$ cat config.mk
export PLATFORM = sky130hd
export DESIGN_NAME = sysio_mux
export DESIGN_NICKNAME = d
export VERILOG_FILES = /design/src/erase_debounce.v /design/src/sysio_mux.v
export VERILOG_INCLUDE_DIRS = /design/src
export SDC_FILE = /design/constraint.sdc
export NUM_CORES = 1
export LEC_CHECK = 0
export BUFFER_PORTS_ARGS = -buffer_cell sky130_fd_sc_hd__buf_4
export CAP_MARGIN = 25
export CORE_MARGIN = 2
export CORE_UTILIZATION = 50
export CTS_CLUSTER_DIAMETER = 40
export DETAILED_ROUTE_END_ITERATION = 8
export PLACE_DENSITY_LB_ADDON = 0.3
export REMOVE_ABC_BUFFERS = 1
export SYNTH_ARGS = -nofsm -noshare
export SYNTH_HDL_FRONTEND = slang
export SYNTH_SLANG_ARGS = --single-unit
export TNS_END_PERCENT = 50
$ cat constraint.sdc
create_clock -name aclk -period 2.8 [get_ports aclk]
set_clock_uncertainty 0.2 [all_clocks]
set_input_delay 0.14 -clock aclk [delete_from_list [all_inputs] [get_ports aclk]]
set_output_delay 0.14 -clock aclk [all_outputs]
set_load 0.05 [all_outputs]
$ cat src/sysio_defs.vh
// Purpose: constants for the shared system pin multiplexer
// Assumes: 32-bit AXI4-Lite data, 6-bit byte address
// Notes:   offsets are byte addresses
`ifndef SYSIO_DEFS_VH
`define SYSIO_DEFS_VH

// ****************************************
// register offsets
// ****************************************
`define SEL_OFS        6'h00
`define STATUS_OFS     6'h04
`define CTRL_OFS       6'h08
`define PAD_OFS        6'h0C

// ****************************************
// select bit positions and reset values
// ****************************************
`define SEL_TDI_BIT    4
`define SEL_TDO_BIT    5
`define SEL_TMS_BIT    6
`define SEL_TCK_BIT    7
`define SEL_DM_BIT     10
`define SEL_DP_BIT     11
`define SEL_ERASE_BIT  12
`define SEL_RESET      13'h0000
`define PAD_RESET      28'h0000000

// ****************************************
// status and control fields
// ****************************************
`define ST_SWD_BIT     0
`define ST_BSCAN_BIT   1
`define ST_FPROG_BIT   2
`define ST_ERASE_BIT   3
`define ST_XRST_BIT    4
`define ST_DRIVE_BIT   5
`define ST_EPIN_BIT    6
`define CTRL_RST_BIT   0

// ****************************************
// timing and bus response codes
// ****************************************
`define SLOW_CLK_HZ    32768
`define ERASE_MIN_MS   220
`define ERASE_IGN_MS   100
`define ERASE_TICKS    ((`ERASE_MIN_MS * `SLOW_CLK_HZ) / 1000)
`define EXTERNAL_RESET_LINE_PULSE_CYC 100
`define AXI_OKAY       2'h0
`define AXI_SLVERR     2'h2

`endif

$ cat src/erase_debounce.v
// Purpose: debounce of the erase request on slow clock ticks
// Assumes: tick is a one-cycle pulse per slow clock period
// Notes:   fires once per continuous high period
`timescale 1ns/10ps
module erase_debounce #(
   parameter THRESH = 7209,
   parameter CNT_W  = 14
) (
   input  wire             aclk,
   input  wire             aresetn,
   input  wire             tick,
   input  wire             level,
   input  wire             enable,
   output reg              fire_q
);

   reg  [CNT_W-1:0] cnt_q;
   reg              done_q;

   // ****************************************
   // consecutive high count
   // ****************************************
   always @(posedge aclk) begin
      if (!aresetn) begin
         cnt_q  <= {CNT_W{1'b0}};
         done_q <= 1'b0;
         fire_q <= 1'b0;
      end else begin
         fire_q <= 1'b0;
         if (!level || !enable) begin
            // any low restarts the count; short highs vanish here
            cnt_q  <= {CNT_W{1'b0}};
            done_q <= 1'b0;
         end else if (tick && !done_q) begin
            if (cnt_q > THRESH[CNT_W-1:0]) begin
               fire_q <= 1'b1;
               done_q <= 1'b1;
            end else begin
               cnt_q <= cnt_q + {{(CNT_W-1){1'b0}}, 1'b1};
            end
         end
      end
   end

endmodule // erase_debounce

$ cat src/sysio_mux.v
// Purpose: shared system pin multiplexer, debug and test selects,
//          bidirectional reset line and erase input
// Assumes: aclk 100 MHz; slow_clock and all pins are asynchronous
// Notes:   line index 0..6 = tdi, tdo, tms, tck, dm, dp, erase
`timescale 1ns/10ps
`include "sysio_defs.vh"
module sysio_mux #(
   parameter ERASE_TICKS = `ERASE_TICKS,
   parameter CNT_W       = 14,
   parameter EXTERNAL_RESET_LINE_CYC    = `EXTERNAL_RESET_LINE_PULSE_CYC,
   parameter EXTERNAL_RESET_LINE_W      = 16
) (
   input  wire        aclk,
   input  wire        aresetn,
   // axi4-lite slave
   input  wire [5:0]  s_axi_awaddr,
   input  wire        s_axi_awvalid,
   output reg         s_axi_awready,
   input  wire [31:0] s_axi_wdata,
   input  wire [3:0]  s_axi_wstrb,
   input  wire        s_axi_wvalid,
   output reg         s_axi_wready,
   output reg  [1:0]  s_axi_bresp,
   output reg         s_axi_bvalid,
   input  wire        s_axi_bready,
   input  wire [5:0]  s_axi_araddr,
   input  wire        s_axi_arvalid,
   output reg         s_axi_arready,
   output reg  [31:0] s_axi_rdata,
   output reg  [1:0]  s_axi_rresp,
   output reg         s_axi_rvalid,
   input  wire        s_axi_rready,
   // shared pads
   input  wire [6:0]  pad_in,
   output reg  [6:0]  pad_out,
   output reg  [6:0]  pad_oe,
   output reg  [6:0]  pad_pull_up,
   output reg  [6:0]  pad_schmitt,
   output reg  [6:0]  pad_glitch,
   output reg  [6:0]  pad_debounce,
   // system function side
   input  wire [6:0]  sys_out,
   input  wire [6:0]  sys_oe,
   output reg  [6:0]  sys_in,
   input  wire        serial_wire_active,
   input  wire        async_trace_out,
   // port B side: lines 4,5,6,7,10,11,12
   input  wire [6:0]  pio_out,
   input  wire [6:0]  pio_oe,
   output reg  [6:0]  pio_in,
   // test pins
   input  wire        boundary_scan_select,
   input  wire        test_mode_select,
   output reg         boundary_scan_mode,
   output reg         bscan_test_mode,
   output reg         fast_prog_mode,
   // reset line
   input  wire        external_reset_line_in,
   output reg         external_reset_line_out,
   output reg         external_reset_line_oe,
   input  wire        reset_ctrl_req,
   output reg         core_reset_n,
   // erase
   input  wire        slow_clock,
   output reg         flash_erase_start
);

   localparam NP = 11;
   localparam TDO_IX = 1;

   // ****************************************
   // pin synchronisers
   // ****************************************
   wire [NP-1:0] raw;
   reg  [NP-1:0] s1_q;
   reg  [NP-1:0] s2_q;
   reg  [NP-1:0] s3_q;
   reg  [NP-1:0] lvl_q;

   assign raw = {slow_clock, external_reset_line_in,
                 test_mode_select, boundary_scan_select, pad_in};

   // a change counts only when the second and third stage agree
   genvar g;
   generate
      for (g = 0; g < NP; g = g + 1) begin : g_sync
         always @(posedge aclk) begin
            if (!aresetn) begin
               // reset line idles high, so its filter starts high to avoid a false low
               s1_q[g]  <= (g == 9) ? 1'b1 : 1'b0;
               s2_q[g]  <= (g == 9) ? 1'b1 : 1'b0;
               s3_q[g]  <= (g == 9) ? 1'b1 : 1'b0;
               lvl_q[g] <= (g == 9) ? 1'b1 : 1'b0;
            end else begin
               s1_q[g] <= raw[g];
               s2_q[g] <= s1_q[g];
               s3_q[g] <= s2_q[g];
               if (s2_q[g] == s3_q[g]) begin
                  lvl_q[g] <= s3_q[g];
               end
            end
         end
      end
   endgenerate

   wire [6:0] pin_lvl;
   wire       bscan_lvl;
   wire       tst_lvl;
   wire       external_reset_line_lvl;
   wire       slow_tick;

   assign pin_lvl   = lvl_q[6:0];
   assign bscan_lvl = lvl_q[7];
   assign tst_lvl   = lvl_q[8];
   assign external_reset_line_lvl  = lvl_q[9];
   assign slow_tick = s2_q[10] & ~s3_q[10];

   // ****************************************
   // registers
   // ****************************************
   reg  [12:0] sel_q;
   reg  [27:0] pad_q;
   reg         swd_q;
   reg         erase_seen_q;
   reg         xrst_seen_q;
   reg         sw_rst_q;

   reg         aw_full_q;
   reg         w_full_q;
   reg  [5:0]  aw_addr_q;
   reg  [31:0] w_data_q;
   reg  [3:0]  w_strb_q;

   wire        do_write;
   wire        wr_sel;
   wire        wr_st;
   wire        wr_ctrl;
   wire        wr_pad;
   wire [31:0] st_word;

   assign do_write = aw_full_q & w_full_q & ~s_axi_bvalid;
   assign wr_sel   = do_write & (aw_addr_q == `SEL_OFS);
   assign wr_st    = do_write & (aw_addr_q == `STATUS_OFS);
   assign wr_ctrl  = do_write & (aw_addr_q == `CTRL_OFS);
   assign wr_pad   = do_write & (aw_addr_q == `PAD_OFS);

   function [31:0] merge;
      input [31:0] old;
      input [31:0] data;
      input [3:0]  strb;
      integer i;
      begin
         merge = old;
         for (i = 0; i < 4; i = i + 1) begin
            if (strb[i]) begin
               merge[i*8 +: 8] = data[i*8 +: 8];
            end
         end
      end
   endfunction

   wire [31:0] sel_new;
   wire [31:0] pad_new;
   wire [31:0] clr_word;

   assign sel_new  = merge({19'h00000, sel_q}, w_data_q, w_strb_q);
   assign pad_new  = merge({4'h0, pad_q}, w_data_q, w_strb_q);
   assign clr_word = merge(32'h00000000, w_data_q, w_strb_q);

   // ****************************************
   // axi4-lite write channel
   // ****************************************
   always @(posedge aclk) begin
      if (!aresetn) begin
         s_axi_awready <= 1'b1;
         s_axi_wready  <= 1'b1;
         s_axi_bvalid  <= 1'b0;
         s_axi_bresp   <= `AXI_OKAY;
         aw_full_q     <= 1'b0;
         w_full_q      <= 1'b0;
         aw_addr_q     <= 6'h00;
         w_data_q      <= 32'h00000000;
         w_strb_q      <= 4'h0;
         sel_q         <= `SEL_RESET;
         pad_q         <= `PAD_RESET;
         sw_rst_q      <= 1'b0;
      end else begin
         sw_rst_q <= 1'b0;
         if (s_axi_awvalid && s_axi_awready) begin
            s_axi_awready <= 1'b0;
            aw_full_q     <= 1'b1;
            aw_addr_q     <= {s_axi_awaddr[5:2], 2'b00};
         end
         if (s_axi_wvalid && s_axi_wready) begin
            s_axi_wready <= 1'b0;
            w_full_q     <= 1'b1;
            w_data_q     <= s_axi_wdata;
            w_strb_q     <= s_axi_wstrb;
         end
         if (do_write) begin
            s_axi_bvalid <= 1'b1;
            s_axi_bresp  <= (wr_sel | wr_st | wr_ctrl | wr_pad) ?
                            `AXI_OKAY : `AXI_SLVERR;
         end
         if (s_axi_bvalid && s_axi_bready) begin
            s_axi_bvalid  <= 1'b0;
            s_axi_awready <= 1'b1;
            s_axi_wready  <= 1'b1;
            aw_full_q     <= 1'b0;
            w_full_q      <= 1'b0;
         end
         if (wr_sel) begin
            sel_q <= sel_new[12:0];
         end
         if (wr_pad) begin
            pad_q <= pad_new[27:0];
         end
         if (wr_ctrl) begin
            sw_rst_q <= clr_word[`CTRL_RST_BIT];
         end
      end
   end

   // ****************************************
   // axi4-lite read channel
   // ****************************************
   reg  [31:0] rd_word;
   reg  [1:0]  rd_resp;

   always @* begin
      rd_word = 32'h00000000;
      rd_resp = `AXI_OKAY;
      case ({s_axi_araddr[5:2], 2'b00})
         `SEL_OFS: begin
            rd_word = {19'h00000, sel_q};
         end
         `STATUS_OFS: begin
            rd_word = st_word;
         end
         `CTRL_OFS: begin
            rd_word = 32'h00000000;
         end
         `PAD_OFS: begin
            rd_word = {4'h0, pad_q};
         end
         default: begin
            rd_resp = `AXI_SLVERR;
         end
      endcase
   end

   always @(posedge aclk) begin
      if (!aresetn) begin
         s_axi_arready <= 1'b1;
         s_axi_rvalid  <= 1'b0;
         s_axi_rdata   <= 32'h00000000;
         s_axi_rresp   <= `AXI_OKAY;
      end else begin
         if (s_axi_arvalid && s_axi_arready) begin
            s_axi_arready <= 1'b0;
            s_axi_rvalid  <= 1'b1;
            s_axi_rdata   <= rd_word;
            s_axi_rresp   <= rd_resp;
         end
         if (s_axi_rvalid && s_axi_rready) begin
            s_axi_rvalid  <= 1'b0;
            s_axi_arready <= 1'b1;
         end
      end
   end

   // ****************************************
   // pin multiplexer
   // ****************************************
   wire [6:0] sel7;
   wire [6:0] gp;

   assign sel7 = {sel_q[`SEL_ERASE_BIT], sel_q[`SEL_DP_BIT],
                  sel_q[`SEL_DM_BIT],    sel_q[`SEL_TCK_BIT],
                  sel_q[`SEL_TMS_BIT],   sel_q[`SEL_TDO_BIT],
                  sel_q[`SEL_TDI_BIT]};
   // boundary scan keeps the debug pins in their system role
   assign gp = sel7 & ~{3'b000, {4{bscan_lvl}}};

   // trace only rides on tdo once serial wire is up
   wire trace_on;
   assign trace_on = swd_q & ~bscan_lvl;

   generate
      for (g = 0; g < 7; g = g + 1) begin : g_mux
         always @(posedge aclk) begin
            if (!aresetn) begin
               pad_out[g] <= 1'b0;
               pad_oe[g]  <= 1'b0;
               sys_in[g]  <= 1'b0;
               pio_in[g]  <= 1'b0;
            end else begin
               if (gp[g]) begin
                  pad_out[g] <= pio_out[g];
                  pad_oe[g]  <= pio_oe[g];
               end else if (g == TDO_IX && trace_on) begin
                  pad_out[g] <= async_trace_out;
                  pad_oe[g]  <= 1'b1;
               end else begin
                  pad_out[g] <= sys_out[g];
                  pad_oe[g]  <= sys_oe[g];
               end
               sys_in[g] <= gp[g] ? 1'b0 : pin_lvl[g];
               pio_in[g] <= pin_lvl[g];
            end
         end
      end
   endgenerate

   // pad setup is never gated by the select bits
   always @(posedge aclk) begin
      if (!aresetn) begin
         pad_pull_up  <= 7'h00;
         pad_schmitt  <= 7'h00;
         pad_glitch   <= 7'h00;
         pad_debounce <= 7'h00;
      end else begin
         pad_pull_up  <= pad_q[6:0];
         pad_schmitt  <= pad_q[13:7];
         pad_glitch   <= pad_q[20:14];
         pad_debounce <= pad_q[27:21];
      end
   end

   // ****************************************
   // debug and test mode
   // ****************************************
   always @(posedge aclk) begin
      if (!aresetn) begin
         swd_q              <= 1'b0;
         boundary_scan_mode <= 1'b0;
         bscan_test_mode    <= 1'b0;
         fast_prog_mode     <= 1'b0;
      end else begin
         // the debug port core spots the host's switch sequence
         swd_q              <= serial_wire_active & ~bscan_lvl;
         boundary_scan_mode <= bscan_lvl;
         bscan_test_mode    <= tst_lvl & bscan_lvl;
         fast_prog_mode     <= tst_lvl & ~bscan_lvl;
      end
   end

   // ****************************************
   // bidirectional reset line
   // ****************************************
   reg [EXTERNAL_RESET_LINE_W-1:0] drv_cnt_q;
   wire             drv_req;

   assign drv_req = reset_ctrl_req | sw_rst_q;

   always @(posedge aclk) begin
      if (!aresetn) begin
         drv_cnt_q               <= {EXTERNAL_RESET_LINE_W{1'b0}};
         external_reset_line_out <= 1'b0;
         external_reset_line_oe  <= 1'b0;
         core_reset_n            <= 1'b1;
      end else begin
         external_reset_line_out <= 1'b0;
         if (drv_req) begin
            drv_cnt_q <= EXTERNAL_RESET_LINE_CYC[EXTERNAL_RESET_LINE_W-1:0];
         end else if (drv_cnt_q != {EXTERNAL_RESET_LINE_W{1'b0}}) begin
            drv_cnt_q <= drv_cnt_q - {{(EXTERNAL_RESET_LINE_W-1){1'b0}}, 1'b1};
         end
         // drive only while counting down, else leave it an input
         external_reset_line_oe <= drv_req |
                                   (drv_cnt_q > {{(EXTERNAL_RESET_LINE_W-1){1'b0}}, 1'b1});
         // core follows the line for as long as it is low; backup untouched
         core_reset_n <= external_reset_line_lvl;
      end
   end

   // ****************************************
   // erase input
   // ****************************************
   wire erase_fire;

   // monitor runs only in system mode, so a gpio high never erases
   erase_debounce #(
      .THRESH (ERASE_TICKS),
      .CNT_W  (CNT_W)
   ) u_erase (
      .aclk    (aclk),
      .aresetn (aresetn),
      .tick    (slow_tick),
      .level   (pin_lvl[6]),
      .enable  (~sel_q[`SEL_ERASE_BIT]),
      .fire_q  (erase_fire)
   );

   always @(posedge aclk) begin
      if (!aresetn) begin
         flash_erase_start <= 1'b0;
         erase_seen_q      <= 1'b0;
         xrst_seen_q       <= 1'b0;
      end else begin
         flash_erase_start <= erase_fire;
         // a new event beats a clear in the same cycle
         erase_seen_q <= erase_fire |
                         (erase_seen_q & ~(wr_st & clr_word[`ST_ERASE_BIT]));
         xrst_seen_q  <= ~external_reset_line_lvl |
                         (xrst_seen_q & ~(wr_st & clr_word[`ST_XRST_BIT]));
      end
   end

   assign st_word = {25'h0000000, pin_lvl[6], external_reset_line_oe,
                     xrst_seen_q, erase_seen_q, fast_prog_mode,
                     boundary_scan_mode, swd_q};

endmodule // sysio_mux

==> summary.txt, run 1 <==
Outcome
  – Status: finished, final reports clean

Clock network
  – Total CTS buffers: 36
  – CTS H-Tree Depth: 2
  – Total setup buffers inserted after CTS: 0
  – CTS tree: done
  – TritonCTS Sinks: 255
  – Worst skew pair latency: around 0.50 ns
  – Clk root buf: clkbuf_16
  – Clk buf depth: 3
  – Post_cts resized: 0
  – CTS clock-pin slew for the worst setup and hold paths: roughly 0.050 ns

Route
  – DR WL/cell: 15.3 um
  – Total iterations of the first detailed-routing run: 4
  – DR iter-0 viols: 356
  – Via count: 7586
  – # DRC: 0
  – Post-DRT Antenna Nets: 0
  – DR vias/cell: 5.09
  – DRT Wirelength: ~23000 um

Worst setup path
  – R2R cell count: 5
  – R2R Setup Slk: ~0.35 ns
  – Cell repeated most along the worst path: dlygate4sd3_1
  – WP data required: 3.03 ns
  – Crit path max-delay family: buffers and inverters
  – CP endpoint kind: flip-flop
  – Worst-path fanout max: between 150 and 200
  – Slowest stage cell, crit path: dlygate4sd3_1
  – CP peak stage delay: 0.60 ns
  – Setup CP Type: in2reg
  – Crit path cell chain: dlygate4sd3_1 -> buf_4 -> buf_12 -> o221ai_1 -> dlygate4sd3_1 -> nor2_1 -> dlygate4sd3_1
  – Arrival time worst endpoint: about 2.8 ns
  – R2R Path End: u_erase.cnt_q[8]$_SDFFE_PP0P_
  – Critical R2R Launch: u_erase.cnt_q[3]$_SDFFE_PP0P_
  – Crit path launch type: primary input
  – Critical path buffer and inverter count: 5

Yosys
  – Post-synth EDFFs: 0
  – Syn avg cell area: 9.67 um^2
  – Post-synthesis cell area: 0.00933 mm^2
  – Post-Syn Instances: between 900 and 1000
  – Seq/Total Area, Yosys: 54.7%
  – Async S/R FF share, synth: 0%
  – Count of cell types in the netlist: 57
  – Yosys warns: 0
  – Yosys reg bits: between 200 and 300
  – Post-synth top flop: dfxtp_1

Power
  – Pleak: 0.00522 uW
  – Power Dens Cells: 709 mW/mm^2
  – Peak supply drop: 0.433 mV

Placed design
  – Routability congestion estimate: between 0.7 and 0.8
  – # port buffers: 185
  – Inst Count DP: 1337
  – Pre-CTS WS: 0.372 ns
  – Dpl hpwl: roughly 14000 um

STA
  – Setup violators final: 0
  – RSZ-0062 raised after global routing: false
  – Setup_tns: 0 ns
  – Setup WS post-layout: 0.271 ns
  – Worst hold slack: about 0.05 ns
  – Transition time of the tightest slew-check pin: 0.755 ns
  – Final period util: 90.3%
  – FMAX: 395 MHz
  – Final hold vios: 0
  – Max Slew Vio Count: 0
  – Tmin final: 2.53 ns
  – Worst relative slew slack: 49.2%

Die
  – Cell row count: 49
  – Initial Util: 51.4%
  – Die area: between 0.015 and 0.02 mm^2
  – Die X: 141 um
  – Core area: 0.0181 mm^2
  – I/O pins: 201
  – Die Ht: approximately 140 um

Worst hold path
  – Hold Startpoint: s_axi_araddr[5]
  – Hold EP: s_axi_rdata[1]$_SDFFE_PN0P_
  – HP Class: in2reg
  – Hold Path Stages: 5

Finish
  – Final #Nets: 1338
  – Most common cell after layout, fill and taps aside: dfxtp_1
  – Non-filler cells, final: 1490
  – Commonest non-fill, non-tap cells in the layout: 255 x dfxtp_1, 194 x buf_4, 135 x nand2_1, 90 x dlygate4sd3_1, 76 x a21boi_0
  – Layout cells sized above 1: 21.2%
  – Layout area overhead: 39.8%
  – Number of antenna diodes: 0

Global routing
  – First-pass GRT wire length: 36800 um
  – Total track usage: 22.8%
  – Total gr overflow: 0
  – Vias in the first global route: between 7000 and 8000
  – Antenna violations before repair: 0
  – Largest net degree at the start of global routing: about 180

Flow run
  – Max-cap viol count: 0
==> cell type report <==
class                   instances  area [um^2]
clock buffers                  42          965
clock inverters                21          290
fillers                      1329         5110
inverters                      14         52.6
multi-input cells             643         3940
flip-flops and latches        255         5100
well taps                     229          287
repair buffers                286         2400
==> Yosys cell counts, drive strengths merged (7+ instances only) <==
library cell	instances	area, um^2
a21boi	78	586
a21oi	14	70.1
a22o	7	62.6
a22oi	29	223
and2	73	457
and3	7	43.8
buf	10	71.3
clkbuf	48	180
dfxtp	255	5100
inv	14	52.6
mux2i	34	340
nand2	135	507
nand2b	10	62.6
nand3	42	210
nor2	39	146
nor2b	61	382
o21ai	24	120
xnor2	10	87.6
==> state kept, by name, summed over array words and instances (netlist names), 11 cells and up <==
| name | count |
|---|---|
| s3_q | 11 |
| pad_q | 28 |
| sel_q | 13 |
| s2_q | 11 |
| drv_cnt_q | 16 |
| s1_q | 11 |
| w_data_q | 28 |
| s_axi_rdata | 28 |
| u_erase.cnt_q | 14 |
==> stage by stage <==
step	util, %	power [uW]	instance area, um^2
after CTS	71.8	9320	13000
after global placement	59.9	4520	10900
final	71.8	9250	13000
after floorplan	-	4260	9100
after detailed placement	59.9	4540	10900
after global routing	71.8	9560	13000
==> power by group <==
| part | leakage, uW | switching (uW) | internal [uW] |
|---|---|---|---|
| sequential | 0.00207 | 69.3 | 3730 |
| clock | 0.000607 | 1620 | 3040 |
| combinational | 0.00254 | 421 | 363 |
==> worst register-to-register path, delay by kind of cell (launching register included) <==
family / cells / cell delay, ns
AND/OR/NAND/NOR: 3 / 1.36
flip-flops: 1 / 0.42
AO/OA/AOI/OAI: 2 / 0.38
==> worst max-delay path by stage <==
stage                                   from                              to  slack [ns]  cells after the start
3_3_place_gp   u_erase.cnt_q[2]$_SDFFE_PP0P_  u_erase.cnt_q[10]$_SDFFE_PP0P_        0.42                      5
2_1_floorplan     s_axi_arready$_SDFFE_PP1P_     s_axi_rdata[0]$_SDFFE_PN0P_        0.08                      5
6_report                             aresetn           pad_out[1]$_SDFF_PN0_        0.27                      7
5_1_grt                              aresetn           pad_out[1]$_SDFF_PN0_        0.15                      7
4_1_cts                              aresetn           pad_out[1]$_SDFF_PN0_        0.29                      7
3_5_place_dp   u_erase.cnt_q[2]$_SDFFE_PP0P_  u_erase.cnt_q[10]$_SDFFE_PP0P_        0.37                      5
==> cell families after synthesis <==
family | share of synthesized area [%]
and+or+nand+nor | 22.7
DFF | 54.7
AOI/OAI and AO/OA | 13.4
buffers and inverters | 3.26
muxes | 3.65
xor gates and xnor gates | 1.50
adders and majority gates | 0.671
other | 0.0402
==> per-layer routing <==
| layer | wire (um) | track usage, % | vias up |
|---|---|---|---|
| met5 | 0 | 0 | - |
| met1 | 9420 | 26.2 | 3550 |
| li1 | - | - | 3789 |
| met2 | 11500 | 42.1 | 200 |
| met4 | 688 | 9.26 | 0 |
| met3 | 1130 | 4.07 | 47 |
==> repair_timing <==
item	CTS	global route
hold buffers	90	0
endpoints found under the hold margin	85	0
endpoints found under the setup margin	0	0
(Power assumes the default switching activity.)
==> run 2, diff against run 1 <==
- CAP_MARGIN: 25 -> not set
- PLACE_DENSITY_LB_ADDON: 0.3 -> 0.12
==> run 2 against run 1 <==
Compared with the run above:
- global-route usage shrank 1.0 points
- register-to-register slack worse by 0.08 ns
- sequential power hardly changed
- final area up 1.1%
- clock power rose by 4.7%
- setup slack worse by 0.0014 ns
- routed wire length down 4.2%
- critical path type is now reg2reg
- utilization up 0.78 points
==> summary.txt, run 2 (synthesis results as in run 1) <==
STA
  – Final hold vios: 0
  – FMAX: 395 MHz
  – Setup violators final: 0
  – Setup WS post-layout: 0.270 ns
  – Transition time of the tightest slew-check pin: 0.619 ns
  – Final period util: 90.4%
  – Worst relative slew slack: around three fifths
  – RSZ-0062 raised after global routing: false
  – Setup_tns: 0 ns
  – Max Slew Vio Count: 0
  – Tmin final: 2.53 ns
  – Worst hold slack: 0.0735 ns

Worst hold path
  – Hold Startpoint: s_axi_araddr[2]
  – HP Class: in2reg
  – Hold EP: s_axi_rdata[5]$_SDFFE_PN0P_
  – Hold Path Stages: 5

Clock network
  – CTS H-Tree Depth: 2
  – Total CTS buffers: 37
  – TritonCTS Sinks: 255
  – CTS tree: done
  – Clk buf depth: 3
  – Clk root buf: clkbuf_16
  – Worst skew pair latency: 0.49 ns
  – Total setup buffers inserted after CTS: 0
  – CTS Hold Buffers Added: 99
  – Post_cts resized: 0
  – CTS clock-pin slew for the worst setup and hold paths: roughly 0.050 ns

Route
  – Post-DRT Antenna Nets: 0
  – DR iter-0 viols: 260
  – DRT Wirelength: 21800 um
  – DR vias/cell: between 4 and 5
  – Total iterations of the first detailed-routing run: 4
  – DR WL/cell: around 15 um
  – Via count: 7480
  – # DRC: 0

Worst setup path
  – R2R Path End: drv_cnt_q[6]$_SDFFE_PN0P_
  – R2R Setup Slk: 0.27 ns
  – Arrival time worst endpoint: about 2.7 ns
  – Crit path launch type: flip-flop
  – WP data required: 2.97 ns
  – Setup CP Type: reg2reg
  – CP endpoint kind: flip-flop
  – Critical R2R Launch: drv_cnt_q[12]$_SDFFE_PP0P_
  – R2R cell count: 6
  – Worst-path fanout max: 7

Outcome
  – Status: finished, final reports clean

Global routing
  – Met3 usage: 4.44%
  – First-pass GRT wire length: 35200 um
  – Antenna violations before repair: 0
  – Vias in the first global route: just over 7000
  – Met1 usage in global routing: 26.3%
  – Most used routing layer: met2
  – Met2 Use GR: 39.6%
  – Largest net degree at the start of global routing: 132
  – Total gr overflow: 0
  – Total track usage: 21.8%

Finish
  – Final #Nets: 1349
  – Layout area overhead: 41.3%
  – Largest regs: pad_q x28, s_axi_rdata x28, w_data_q x28
  – Layout cells sized above 1: 21.2%
  – Design area: around 0.013 mm^2
  – Number of antenna diodes: 0
  – Fin util: 72.6%
  – Most common cell after layout, fill and taps aside: dfxtp_1
  – Commonest non-fill, non-tap cells in the layout: 255 x dfxtp_1, 196 x buf_4, 135 x nand2_1, 99 x dlygate4sd3_1, 76 x a21boi_0

Placed design
  – Area of placed instances: 0.0109 mm^2
  – Dpl hpwl: approximately 13000 um
  – # port buffers: 185
  – Routability congestion estimate: 0.801
  – Pre-CTS WS: 0.392 ns

Flow run
  – Max-cap viol count: 0

Power
  – Power Dens Cells: ~720 mW/mm^2
  – Clock power share: 51.6%
  – Sequential power share: around two fifths
  – Sw Share: 22.7%
  – P_sw: about 2200 uW
  – Peak supply drop: around 0.61 mV
  – Gate power share: 8.2%
  – Internal power: 7300 uW
  – Pleak: 0.00531 uW

Die
  – Core area: 0.0181 mm^2
  – I/O pins: approximately 200
  – Die area: 0.0198 mm^2
  – Initial Util: 51.4%
  – Cell row count: 49
  – Die X: roughly 140 um
  – Die Ht: 141 um
==> run 2: cell types whose count changed in the layout (fill, tap and decap cells not counted), sizes merged <==
cell,before,now
buf,196,197
bufinv,6,8
clkbuf,42,40
clkinvlp,4,2
dlygate4sd3,90,99
inv,18,22
==> run 2: worst max-delay path by stage <==
stage                                  startpoint                              to  slack [ns]
detailed placement  u_erase.cnt_q[2]$_SDFFE_PP0P_   u_erase.cnt_q[8]$_SDFFE_PP0P_        0.39
floorplan              s_axi_arready$_SDFFE_PP1P_     s_axi_rdata[0]$_SDFFE_PN0P_        0.08
global route           drv_cnt_q[12]$_SDFFE_PP0P_       drv_cnt_q[6]$_SDFFE_PN0P_        0.07
global placement    u_erase.cnt_q[2]$_SDFFE_PP0P_  u_erase.cnt_q[10]$_SDFFE_PP0P_        0.42
finish                 drv_cnt_q[12]$_SDFFE_PP0P_       drv_cnt_q[6]$_SDFFE_PN0P_        0.27
CTS                     drv_cnt_q[0]$_SDFFE_PP0P_       drv_cnt_q[6]$_SDFFE_PN0P_        0.29
==> run 2: metal layers <==
layer,up-vias,routed length [um]
li1,3811,-
met1,3491,9460
met2,147,11000
met3,31,956
met4,0,378
met5,-,0
==> run 2: worst max-delay path: stages (launching register included) <==
cell and delay, ns:
dfxtp_1 0.33, nor4_1 0.54, and3_1 0.38, a31oi_1 0.14, xnor2_1 0.18, a21boi_1 0.08, dlygate4sd3_1 0.56
==> run 2: area by class of cell <==
class / instances / area [um^2]
clock buffers: 40 / 937
clock inverters: 25 / 374
fillers: 1367 / 4970
inverters: 14 / 52.6
multi-input cells: 643 / 3940
flip-flops and latches: 255 / 5100
well taps: 229 / 287
repair buffers: 296 / 2480
==> run 2: power by group through the flow <==
stage / Clock [uW] / Combinational, uW / Sequential [uW]
after global placement: 0 / 653 / 3870
after CTS: 4960 / 775 / 3800
after floorplan: 0 / 332 / 3930
after detailed placement: 0 / 658 / 3880
after global routing: 5130 / 855 / 3810
final: 4880 / 779 / 3800
==> run 2: per-stage QoR <==
stage	instances	total power (uW)
finish	1502	9460
global route	1502	9800
CTS	1502	9530
detailed placement	1338	4530
global placement	1338	4530
floorplan	912	4260
==> run 3, diff against run 2 <==
- clock period: 2.8 -> 2.89 ns (I/O delays scaled with it)
==> run 3 against run 2 <==
Compared with the run above:
- total power fell by 8.8%
- sequential power shrank 3%
- hold slack gained 0.010 ns
- utilization fell by 0.64 points
- critical endpoint is now pad_out[3]$_SDFF_PN0_
==> summary.txt, run 3 (synthesis results as in run 1) <==
Outcome
  – Status: finished, final reports clean

Finish
  – Filler Cells Inserted: roughly 1400
  – Most common cell after layout, fill and taps aside: dfxtp_1
  – Final #Nets: 1350
  – Layout cells sized above 1: a little over a fifth
  – Design area: 0.0131 mm^2
  – Layout area overhead: 40.1%
  – Number of antenna diodes: 0
  – Largest regs: pad_q x28, s_axi_rdata x28, w_data_q x28
  – Commonest non-fill, non-tap cells in the layout: 255 x dfxtp_1, 196 x buf_4, 135 x nand2_1, 101 x dlygate4sd3_1, 76 x a21boi_0

Global routing
  – Total gr overflow: 0
  – Total track usage: 21.9%
  – Largest net degree at the start of global routing: 183
  – First-pass GRT wire length: 35200 um
  – Antenna violations before repair: 0
  – Vias in the first global route: just over 7000

Worst setup path
  – Setup CP Type: reg2reg
  – Crit path launch type: flip-flop
  – Arrival time worst endpoint: 2.74 ns
  – Crit path max-delay family: buffers and inverters
  – Slowest stage cell, crit path: dlygate4sd3_1
  – CP peak stage delay: 0.59 ns
  – Crit path cell chain: nor2b_1 -> mux2i_1 -> dlygate4sd3_1 -> nor2b_1 -> dlygate4sd3_1
  – WP data required: roughly 3.1 ns
  – Worst-path fanout max: 10
  – Critical path buffer and inverter count: 2
  – CP endpoint kind: flip-flop

Clock network
  – CTS H-Tree Depth: 2
  – CTS Hold Buffers Added: about 100
  – Clk root buf: clkbuf_16
  – Post_cts resized: 0
  – CTS tree: done
  – CTS clock-pin slew for the worst setup and hold paths: roughly 0.05 ns
  – TritonCTS Sinks: 255
  – Clk buf depth: 3
  – Total CTS buffers: 36
  – Worst skew pair latency: approximately 0.50 ns
  – Total setup buffers inserted after CTS: 0

STA
  – Final period util: 88.5%
  – Worst relative slew slack: 55.3%
  – RSZ-0062 raised after global routing: false
  – Tmin final: about 2.6 ns
  – Max Slew Vio Count: 0
  – FMAX: 391 MHz
  – Final hold vios: 0
  – Setup_tns: 0 ns
  – Setup violators final: 0
  – Transition time of the tightest slew-check pin: 0.664 ns

Route
  – Via count: 7414
  – DR vias/cell: just under 5
  – # DRC: 0
  – DR iter-0 viols: 271
  – Post-DRT Antenna Nets: 0
  – DRT Wirelength: 21900 um
  – Total iterations of the first detailed-routing run: 4
  – DR WL/cell: between 10 and 15 um

Flow run
  – Max-cap viol count: 0

Die
  – Die Ht: between 100 and 150 um
  – I/O pins: 201
  – Core area: 0.0181 mm^2
  – Cell row count: 49
  – Die area: 0.0198 mm^2
  – Initial Util: about half
  – Die X: between 100 and 150 um

Placed design
  – Dpl hpwl: 13000 um
  – Area of placed instances: 0.0109 mm^2
  – # port buffers: 185
  – Routability congestion estimate: 0.826

Power
  – Peak supply drop: 0.581 mV
  – Pleak: 0.00525 uW
  – Total power: 8630 uW
  – Power Dens Cells: approximately 660 mW/mm^2

Worst hold path
  – HP Class: in2reg
run 3: final cells by class:
cell class | instances | area (um^2) | share of cell area [%]
flip-flops and latches | 255 | 5100 | 39.1
multi-input cells | 643 | 3940 | 30.2
clock buffers | 46 | 1010 | 7.73
clock inverters | 16 | 165 | 1.26
well taps | 229 | 287 | 2.19
repair buffers | 298 | 2500 | 19.2
inverters | 14 | 52.6 | 0.402
run 3: worst register-to-register path: cells and delay by family, from the launching register on:
kind / cells / cell delay (ns)
AND/OR/NAND/NOR: 2 / 0.42
buffers and inverters: 2 / 1.13
multiplexers: 1 / 0.28
flip-flops: 1 / 0.42
run 3: path summary, 6_finish.rpt:
| path | start | endpoint | slack (ns) | depth (start not counted) |
|---|---|---|---|---|
| worst min-delay path | s_axi_araddr[2] | s_axi_rdata[5]$_SDFFE_PN0P_ | 0.08 | 5 |
| worst max-delay path | bscan_lvl$_SDFFE_PN0N_ | pad_out[3]$_SDFF_PN0_ | 0.33 | 5 |
| worst min register to register | s1_q[9]$_SDFF_PN1_ | s2_q[9]$_SDFF_PN1_ | 0.21 | 1 |
| worst max register to register | bscan_lvl$_SDFFE_PN0N_ | pad_out[3]$_SDFF_PN0_ | 0.33 | 5 |
run 3: report_power, final:
part | internal [uW] | switching (uW)
Sequential | 3610 | 64.8
Combinational | 361 | 395
Clock | 2660 | 1530
run 3: metrics by stage:
| step | hold WS, ns | util (%) | worst slack (ns) | instances |
|---|---|---|---|---|
| final | 0.0835 | 72.0 | 0.333 | 1501 |
| after detailed placement | 0.130 | 59.9 | 0.450 | 1338 |
| after global placement | 0.129 | 59.9 | 0.505 | 1338 |
| after global routing | 0.108 | 72.0 | 0.247 | 1501 |
| after floorplan | 0.0163 | - | 0.171 | 912 |
| after CTS | 0.0666 | 72.0 | 0.431 | 1501 |
run 3: metal layers:
metal  wire, um  share of wire, %  GRT usage, %  vias up
met4        560               2.6          7.37        0
met3       1070               4.9          4.34       45
met2      11000                50          38.9      158
li1           -                 -             -     3815
met1       9280                42          26.7     3396
met5          0                 0             0        -
